===== config.mk =====
export PLATFORM = sky130hd
export DESIGN_NAME = ema_addr_gen
export DESIGN_NICKNAME = d
export VERILOG_FILES = /design/src/rtl/ema_pkg.sv /design/src/rtl/ema_addr_gen.sv /design/src/rtl/ema_merge.sv
export SDC_FILE = /design/constraint.sdc
export NUM_CORES = 1
export LEC_CHECK = 0
export BUFFER_PORTS_ARGS = -buffer_cell sky130_fd_sc_hd__buf_2
export CAP_MARGIN = 20
export CORE_MARGIN = 10
export CORE_UTILIZATION = 25
export CTS_CLUSTER_DIAMETER = 60
export DETAILED_ROUTE_END_ITERATION = 6
export PLACE_DENSITY = 0.45
export SLEW_MARGIN = 30
export SYNTH_ARGS = -nofsm -noshare
export SYNTH_HDL_FRONTEND = slang
export SYNTH_SLANG_ARGS = --single-unit
export TNS_END_PERCENT = 10

===== constraint.sdc =====
create_clock -name hclk -period 3.2 [get_ports hclk]
set_input_delay 0.16 -clock hclk [delete_from_list [all_inputs] [get_ports hclk]]
set_output_delay 0.16 -clock hclk [all_outputs]
set_load 0.03 [all_outputs]

===== src/rtl/ema_pkg.sv =====
// package: register map, field layout and carrier types for structure addressing
package ema_pkg;
    localparam int ADDR_W = 21;
    // printed offsets are word indices; byte address is four times the index
    localparam logic [29:0] IDX_TX_FIFO_BASE = 30'h0000_2050;
    localparam logic [29:0] IDX_RSM_BASE = 30'h0000_4000;
    localparam logic [29:0] IDX_RX_FIFO_BASE = 30'h0000_4020;
    localparam logic [29:0] IDX_EIM_BASE = 30'h0000_6042;
    localparam logic [29:0] IDX_CFG = 30'h0000_6046;
    localparam logic [29:0] IDX_STATUS = 30'h0000_6047;
    localparam logic [15:0] RST_BASE = 16'h0000;
    localparam logic [15:0] RST_CFG = 16'h0000;
    // cfg fields
    localparam int CFG_TXF_SIZE_LSB = 0;
    localparam int CFG_TXF_EN_BIT = 2;
    localparam int CFG_RXF_SIZE_LSB = 3;
    localparam int CFG_RXF_EN_BIT = 5;
    // status fields
    localparam int ST_BAD_CODE_BIT = 0;
    localparam int ST_MISMATCH_BIT = 1;
    localparam int ST_NO_FIFO_BIT = 2;
    localparam int ST_CNT_LSB = 8;
    // address geometry
    localparam int BASE_SHIFT = 9;
    localparam int WIN8K_W = 13;
    localparam int RSM_WIN_W = 8;
    localparam int RSM_SHIFT = 4;
    localparam int CBUF_MIN_SHIFT = 6;
    localparam int CELL_SHIFT = 6;
    localparam int EIM_ENTRY_SHIFT = 2;
    localparam logic [2:0] CBUF_CODE_MAX = 3'h4;
    localparam logic [6:0] FIFO_MIN_CELLS_M1 = 7'h0f;

    typedef enum logic [4:0] {
        K_EIM = 5'b0_0001,
        K_RXCB = 5'b0_0010,
        K_RSM = 5'b0_0100,
        K_TXF = 5'b0_1000,
        K_RXF = 5'b1_0000
    } ema_kind_t;

    typedef struct packed {
        ema_kind_t kind;
        logic [14:0] entry;
        logic [2:0] eim_size;
        logic [2:0] rsm_size;
        logic [9:0] offset;
    } ema_req_t;

    typedef struct packed {
        ema_kind_t kind;
        logic [ADDR_W-1:0] addr;
        logic bad_code;
        logic mismatch;
        logic no_fifo;
    } ema_rsp_t;
endpackage : ema_pkg


===== src/rtl/ema_addr_gen.sv =====
// module: AHB-Lite register slave and external structure address former
//
// Our own choice: the AHB-Lite slave port.
`timescale 1ns/1ps
module ema_addr_gen (
    input wire logic hclk, // system clock
    input wire logic hresetn, // async reset, low
    input wire logic hsel, // slave select
    input wire logic [31:0] haddr, // byte address
    input wire logic [1:0] htrans, // transfer type
    input wire logic hwrite, // write when high
    input wire logic [2:0] hsize, // transfer size
    input wire logic [31:0] hwdata, // write data
    input wire logic hready, // bus ready in
    output logic hreadyout, // slave ready
    output logic hresp, // always okay
    output logic [31:0] hrdata, // read data
    input wire logic req_valid, // address request
    input wire ema_pkg::ema_req_t req, // request fields
    output logic rsp_valid, // answer strobe
    output ema_pkg::ema_rsp_t rsp // formed address
);
    import ema_pkg::*;

    typedef enum logic [1:0] {
        S_IDLE = 2'b01,
        S_WDATA = 2'b10
    } ema_bus_t;

    ema_bus_t state, next_state;
    logic [29:0] wr_idx, next_wr_idx;
    logic [31:0] next_hrdata;
    logic [15:0] tx_cell_fifo_base, next_tx_cell_fifo_base;
    logic [15:0] rx_reassembly_ctrl_base, next_rx_reassembly_ctrl_base;
    logic [15:0] rx_cell_fifo_base, next_rx_cell_fifo_base;
    logic [15:0] ext_to_int_ctrl_base, next_ext_to_int_ctrl_base;
    logic [15:0] cfg, next_cfg;
    logic [15:0] status, next_status;
    logic addr_phase;
    logic [29:0] idx;

    assign addr_phase = hsel && hready && htrans[1];
    assign idx = haddr[31:2];
    assign hreadyout = 1'b1;
    assign hresp = 1'b0;

    // bus slave: zero wait states, unmapped reads zero, writes dropped
    always_comb begin
        next_state = state;
        next_wr_idx = wr_idx;
        next_hrdata = hrdata;
        if (addr_phase) begin
            next_state = hwrite ? S_WDATA : S_IDLE;
            next_wr_idx = idx;
            next_hrdata = 32'h0000_0000;
            if (!hwrite) begin
                unique case (idx)
                    IDX_TX_FIFO_BASE: next_hrdata = {16'h0000, tx_cell_fifo_base};
                    IDX_RSM_BASE: next_hrdata = {16'h0000, rx_reassembly_ctrl_base};
                    IDX_RX_FIFO_BASE: next_hrdata = {16'h0000, rx_cell_fifo_base};
                    IDX_EIM_BASE: next_hrdata = {16'h0000, ext_to_int_ctrl_base};
                    IDX_CFG: next_hrdata = {16'h0000, cfg};
                    IDX_STATUS: next_hrdata = {16'h0000, status};
                    default: next_hrdata = 32'h0000_0000;
                endcase
            end
        end else if (hready) begin
            next_state = S_IDLE;
        end
    end

    always_comb begin
        next_tx_cell_fifo_base = tx_cell_fifo_base;
        next_rx_reassembly_ctrl_base = rx_reassembly_ctrl_base;
        next_rx_cell_fifo_base = rx_cell_fifo_base;
        next_ext_to_int_ctrl_base = ext_to_int_ctrl_base;
        next_cfg = cfg;
        if (state == S_WDATA) begin
            unique case (wr_idx)
                IDX_TX_FIFO_BASE: next_tx_cell_fifo_base = hwdata[15:0];
                IDX_RSM_BASE: next_rx_reassembly_ctrl_base = hwdata[15:0];
                IDX_RX_FIFO_BASE: next_rx_cell_fifo_base = hwdata[15:0];
                IDX_EIM_BASE: next_ext_to_int_ctrl_base = hwdata[15:0];
                IDX_CFG: next_cfg = hwdata[15:0];
                default: next_cfg = cfg;
            endcase
        end
    end

    always_ff @(posedge hclk or negedge hresetn) begin
        if (!hresetn) begin
            state <= S_IDLE;
            wr_idx <= 30'h0000_0000;
            hrdata <= 32'h0000_0000;
            tx_cell_fifo_base <= RST_BASE;
            rx_reassembly_ctrl_base <= RST_BASE;
            rx_cell_fifo_base <= RST_BASE;
            ext_to_int_ctrl_base <= RST_BASE;
            cfg <= RST_CFG;
        end else begin
            state <= next_state;
            wr_idx <= next_wr_idx;
            hrdata <= next_hrdata;
            tx_cell_fifo_base <= next_tx_cell_fifo_base;
            rx_reassembly_ctrl_base <= next_rx_reassembly_ctrl_base;
            rx_cell_fifo_base <= next_rx_cell_fifo_base;
            ext_to_int_ctrl_base <= next_ext_to_int_ctrl_base;
            cfg <= next_cfg;
        end
    end

    // address forming
    logic [20:0] win8k, win_rsm, win_cbuf;
    logic [20:0] eim_high, eim_low, eim_addr;
    logic [20:0] cb_high, cb_low, cb_addr;
    logic [20:0] rsm_high, rsm_low, rsm_addr;
    logic [20:0] txf_high, txf_low, txf_addr;
    logic [20:0] rxf_high, rxf_low, rxf_addr;
    logic [6:0] txf_cell, rxf_cell;
    logic txf_en, rxf_en;

    assign win8k = 21'((1 << WIN8K_W) - 1);
    assign win_rsm = 21'((1 << RSM_WIN_W) - 1);
    assign win_cbuf = (21'(1) << (CBUF_MIN_SHIFT + int'(req.eim_size))) - 21'(1);
    assign txf_en = cfg[CFG_TXF_EN_BIT];
    assign rxf_en = cfg[CFG_RXF_EN_BIT];
    // cell index wraps at fifo size 16 << code
    assign txf_cell = req.entry[6:0]
        & 7'((8'h10 << cfg[CFG_TXF_SIZE_LSB +: 2]) - 8'h01);
    assign rxf_cell = req.entry[6:0]
        & 7'((cfg[CFG_RXF_SIZE_LSB +: 2] == 2'd3 ? 7'h7f : cfg[CFG_RXF_SIZE_LSB +: 2] == 2'd2 ? 7'h3f
        : cfg[CFG_RXF_SIZE_LSB +: 2] == 2'd1 ? 7'h1f : FIFO_MIN_CELLS_M1));

    assign eim_high = {ext_to_int_ctrl_base[11:0], 9'h000};
    assign eim_low = 21'(eim_high + (21'(req.entry[10:0]) << EIM_ENTRY_SHIFT) + 21'(req.offset[1:0]));
    assign cb_high = {req.entry, 6'h00};
    assign cb_low = 21'(req.offset);
    assign rsm_high = {rx_reassembly_ctrl_base[2:0], req.entry[13:0], 4'h0};
    assign rsm_low = 21'(rsm_high[7:0] + req.offset[7:0]);
    assign txf_high = {tx_cell_fifo_base[11:0], 9'h000};
    assign txf_low = 21'(txf_high + (21'(txf_cell) << CELL_SHIFT) + 21'(req.offset[5:0]));
    assign rxf_high = {rx_cell_fifo_base[11:0], 9'h000};
    assign rxf_low = 21'(rxf_high + (21'(rxf_cell) << CELL_SHIFT) + 21'(req.offset[5:0]));

    // each address keeps the bits above its window untouched
    ema_merge u_eim (.high(eim_high), .low(eim_low), .mask(win8k), .addr(eim_addr));
    ema_merge u_cb (.high(cb_high), .low(cb_low), .mask(win_cbuf), .addr(cb_addr));
    ema_merge u_rsm (.high(rsm_high), .low(rsm_low), .mask(win_rsm), .addr(rsm_addr));
    ema_merge u_txf (.high(txf_high), .low(txf_low), .mask(win8k), .addr(txf_addr));
    ema_merge u_rxf (.high(rxf_high), .low(rxf_low), .mask(win8k), .addr(rxf_addr));

    ema_rsp_t next_rsp;
    logic next_rsp_valid;
    logic [7:0] req_cnt;

    always_comb begin
        next_rsp = rsp;
        next_rsp_valid = req_valid;
        next_status = status;
        if (req_valid) begin
            next_rsp.kind = req.kind;
            next_rsp.bad_code = 1'b0;
            next_rsp.mismatch = 1'b0;
            next_rsp.no_fifo = 1'b0;
            unique case (req.kind)
                K_EIM: next_rsp.addr = eim_addr;
                K_RXCB: begin
                    next_rsp.addr = cb_addr;
                    next_rsp.bad_code = req.eim_size > CBUF_CODE_MAX;
                    next_rsp.mismatch = req.eim_size != req.rsm_size;
                end
                K_RSM: next_rsp.addr = rsm_addr;
                K_TXF: begin
                    next_rsp.addr = txf_addr;
                    next_rsp.no_fifo = !txf_en;
                end
                K_RXF: begin
                    next_rsp.addr = rxf_addr;
                    next_rsp.no_fifo = !rxf_en;
                end
                default: begin
                    next_rsp.addr = 21'h00_0000;
                    next_rsp.bad_code = 1'b1;
                end
            endcase
            next_status = {8'(req_cnt + 8'h01), 5'h00, next_rsp.no_fifo, next_rsp.mismatch, next_rsp.bad_code};
        end
    end
    assign req_cnt = status[ST_CNT_LSB +: 8];

    always_ff @(posedge hclk or negedge hresetn) begin
        if (!hresetn) begin
            rsp <= '0;
            rsp_valid <= 1'b0;
            status <= RST_CFG;
        end else begin
            rsp <= next_rsp;
            rsp_valid <= next_rsp_valid;
            status <= next_status;
        end
    end
endmodule : ema_addr_gen


===== src/rtl/ema_merge.sv =====
// module: joins fixed high address bits with a windowed low part
`timescale 1ns/1ps
module ema_merge (
    input wire logic [20:0] high, // base-supplied bits
    input wire logic [20:0] low, // entry and offset part
    input wire logic [20:0] mask, // ones where low wins
    output logic [20:0] addr // merged address
);
    // no carry can reach the base bits
    assign addr = (high & ~mask) | (low & mask);
endmodule : ema_merge


==> metrics.md <==
| Metric | Value |
|---|---|
| Global-route wire length before repair | 44500 um |
| Top cell type's share of synthesized area | 0.470 |
| RR Endpoint | rx_cell_fifo_base[1] |
| Critical Path RT | 3.52 ns |
| Sink Count | 166 |
| Max Fclk | 395 MHz |
| Area contributors post-synth | dfrtp_1 47%, mux2_2 14%, mux2_4 3.4%, ha_1 2.9%, a21oi_1 2.1% |
| Die H | 207 um |
| Sequential area share after synthesis | 0.473 |
| First-iteration detailed-routing DRC count | 378 |
| Final Max Slew Viols | 0 |
| CP cell instances | nor4_1 > nand4_1 > or4_1 > nor3_4 > buf_12 > mux2_2 |
| CP startpoint | wr_idx[10] |
| Post-Place Cells | 1309 |
| Sequential power share | 0.467 |
| Clock power frac | 0.389 |
| Top cells by count, synth | 165 x dfrtp_1, 113 x mux2_2, 36 x a21oi_1 |
| Unique masters post-synth | 65 |
| Syn_area_per_cell | 11.9 um^2 |
| Peak supply drop | 377 uV |
| Critical path buffers and inverters | 1 |
| Area of the mapped netlist | 8780 um^2 |
| Largest net degree at the start of global routing | 89 |
| Pwr Density | 467 nW/um^2 |
| Sink of the worst hold path | wr_idx[6] |
| Met3 usage | 0.0326 |
| Tmin final | 2.53 ns |
| Top Usage Layer GRT | met2 |
| Hold crit path type | primary input to register |
| EDFF count, synth | 0 |
| YS warnings | 0 |
| CTS buffer count | 17 |
| Max Fanout on Critical Path | 16 |
| Multi-input logic area | 4320 um^2 |
| CP Capture Type | register |
| Largest stage delay, worst path | 0.60 ns |
| Die ar. | 43000 um^2 |
| R2R Setup Slk | 0.67 ns |
| Max Cap Viol | 0 |
| # setup viols final | 0 |
| # fillers | 3570 |
| R2r startpoint | wr_idx[10] |
| Vias in the first global route | 7026 |
| Combinational share of power | 0.144 |
| Top delay family on crit path | simple AND/OR/NAND/NOR gates |
| RSZ-0062 raised after global routing | false |
| Met1 usage | 0.178 |
| Routability cong. | 0.767 |
| Vias per cell | 4.82 |
| CTS tree | built |
| WL/cell | 21.0 um |
| CP max stage cell | or4_1 |
| Hold_ws | 0.0134 ns |
| Num rows | 68 |
| Clock Latency Late Sink | 0.44 ns |
| Bufs on Longest Clock Path | 2 |
| Num ports | 175 |
| DP Wirelength | 20300 um |
| Final Hold Fails | 0 |
| Final Cycle Share | 0.791 |
| Hold path cells | 2 |
| Total power | 5.10 mW |
| Critical Path AT | 2.85 ns |
| DRT antenna net count | 0 |
| Register area | 4160 um^2 |
| Startpoint Class | register |
| Sw frac | 0.298 |
| Worst Skew | 0.0147 ns |
| H-tree levels | 4 |
| Placed cell area | 10000 um^2 |
| Total number of vias | 6637 |
| P_sw | 1.52 mW |
| Pint | 3.58 mW |
| DRT Pass-1 Iters | 6 |
| DIE WIDTH | 207 um |
| Async SR Flop Fraction | 1.00 |
| CTS root buffer | clkbuf_16 |
| Drt drc | 0 |
| GRT overflow | 0 |
| CP Class | register to register |
| IO Port Bufs | 134 |
| GRT met2 Usage | 0.211 |
| Mapped Cells | 740 |
| P&R area growth vs syn | 24.3% |
| WL final | 28900 um |
| Most common flop cell mapped by yosys | dfrtp_1 |
| Most frequent cell after synthesis | dfrtp_1 |
| Layout cells sized above 1 | 0.373 |
| Synth Register Bits | 166 |
| Initial antenna violation count | 2 |
| Post-route insts no fill | 1376 |
| Hold Path Origin | haddr[8] |
| Fin util | 0.315 |
| GR Util All Layers | 0.133 |
| Worst Reg-to-Reg Cells | 6 |
| Post-CTS Setup Bufs | 0 |
| Cell area after layout | 10900 um^2 |
| Status | finished clean |
| Post-layout nets | 1041 |
| Clock-pin slew of the registers on the worst-case setup and hold paths | 0.07 ns |
| Area of the core | 34600 um^2 |
| Starting Density | 0.253 |
| Max-slew headroom | 0.436 |
| Least-Margin Pin Slew | 0.846 ns |
| Lkg Pwr | 5.07 nW |
| Synth area leader | dfrtp_1 |
## worst reg2reg max path: cells and delay by family, from the launching register on
| family | cells | cell delay (ns) |
|---|---|---|
| multiplexers | 1 | 0.35 |
| AND/OR/NAND/NOR | 4 | 1.47 |
| flip-flops | 1 | 0.38 |
| buffers and inverters | 1 | 0.22 |
## what timing repair did
item | 4_1_cts | 5_1_grt
hold endpoints to repair | 125 | 0
hold buffers | 32 | 0
resized for setup | 0 | 0
## how the worst max path moves through the flow
stage / endpoint / slack (ns) / cells past startpoint
after floorplan: rsp[9] / -0.004 / 13
after global placement: rsp[17] / 0.48 / 11
after detailed placement: rsp[17] / 0.48 / 11
after CTS: tx_cell_fifo_base[11] / 0.58 / 6
after global routing: rx_cell_fifo_base[0] / 0.47 / 6
final: rx_cell_fifo_base[1] / 0.67 / 6
## area by class of cell
class | instances | share of cell area
multi-input combinational | 516 | 0.396
sequential | 166 | 0.381
timing repair buffer | 196 | 0.117
tap | 455 | 0.0522
clock buffer | 18 | 0.0393
clock inverter | 14 | 0.0106
inverter | 9 | 0.00310
antenna | 2 | 0.000459
## stage by stage
step                setup slack, ns  setup TNS [ns]
floorplan                  -0.00387        -0.00387
global placement              0.484               0
detailed placement            0.477               0
CTS                           0.577               0
global route                  0.472               0
finish                        0.668               0
## cells in the final DEF (no fill, tap or decap), drive strengths merged, types with 8 or more instances in the layout
master       Yosys  routed
a21o             9       9
a21oi           36      36
a221oi          15      15
a222oi          14      14
a22oi           19      19
a31oi           11      11
and2             8       8
buf             33     164
clkbuf          32      18
conb             2      18
dfrtp          165     165
dlygate4sd3      0      32
ha              20      20
inv              9      17
mux2           133     133
mux2i           12      12
nand2           33      33
nand3           11      11
nor2            26      26
nor3            12      12
nor4            11      11
o21ai           18      18
o2bb2ai         14      14
xnor2           12      12
xor2            17      17
## metal layers
layer	share of wire	vias to the layer above
li1	-	3080
met1	0.47	3352
met2	0.47	192
met3	0.056	13
met4	0.0087	0
met5	0	-
## kinds of logic (layout without fill, tap and decap cells)
| logic type | count (synthesis) | after routing | synth area share |
|---|---|---|---|
| adder cells (fa/ha/maj) | 24 | 24 | 0.0376 |
| multiplexers | 145 | 145 | 0.193 |
| AND/OR/NAND/NOR | 140 | 140 | 0.0892 |
| AO/OA/AOI/OAI | 160 | 160 | 0.131 |
| XOR/XNOR | 29 | 29 | 0.0289 |
| flip-flops | 166 | 166 | 0.473 |
| other | 2 | 20 | 0.000856 |
| buffers and inverters | 74 | 237 | 0.0458 |
## power groups by stage
stage / sequential [mW] / clock [mW] / combinational [mW]
floorplan: 2.46 / 0 / 0.374
global placement: 2.42 / 0 / 0.702
detailed placement: 2.42 / 0 / 0.707
CTS: 2.38 / 2.05 / 0.741
global route: 2.41 / 2.13 / 0.815
finish: 2.38 / 1.98 / 0.734
## flip-flops by register name, summed over array words and instances, names as in the netlist, 16 cells and up
register,flops
rx_reassembly_ctrl_base,16
hrdata,16
cfg,16
wr_idx,30
rx_cell_fifo_base,16
rsp,26
tx_cell_fifo_base,16
ext_to_int_ctrl_base,16
Note: power is estimated with default switching activity, not from simulation.
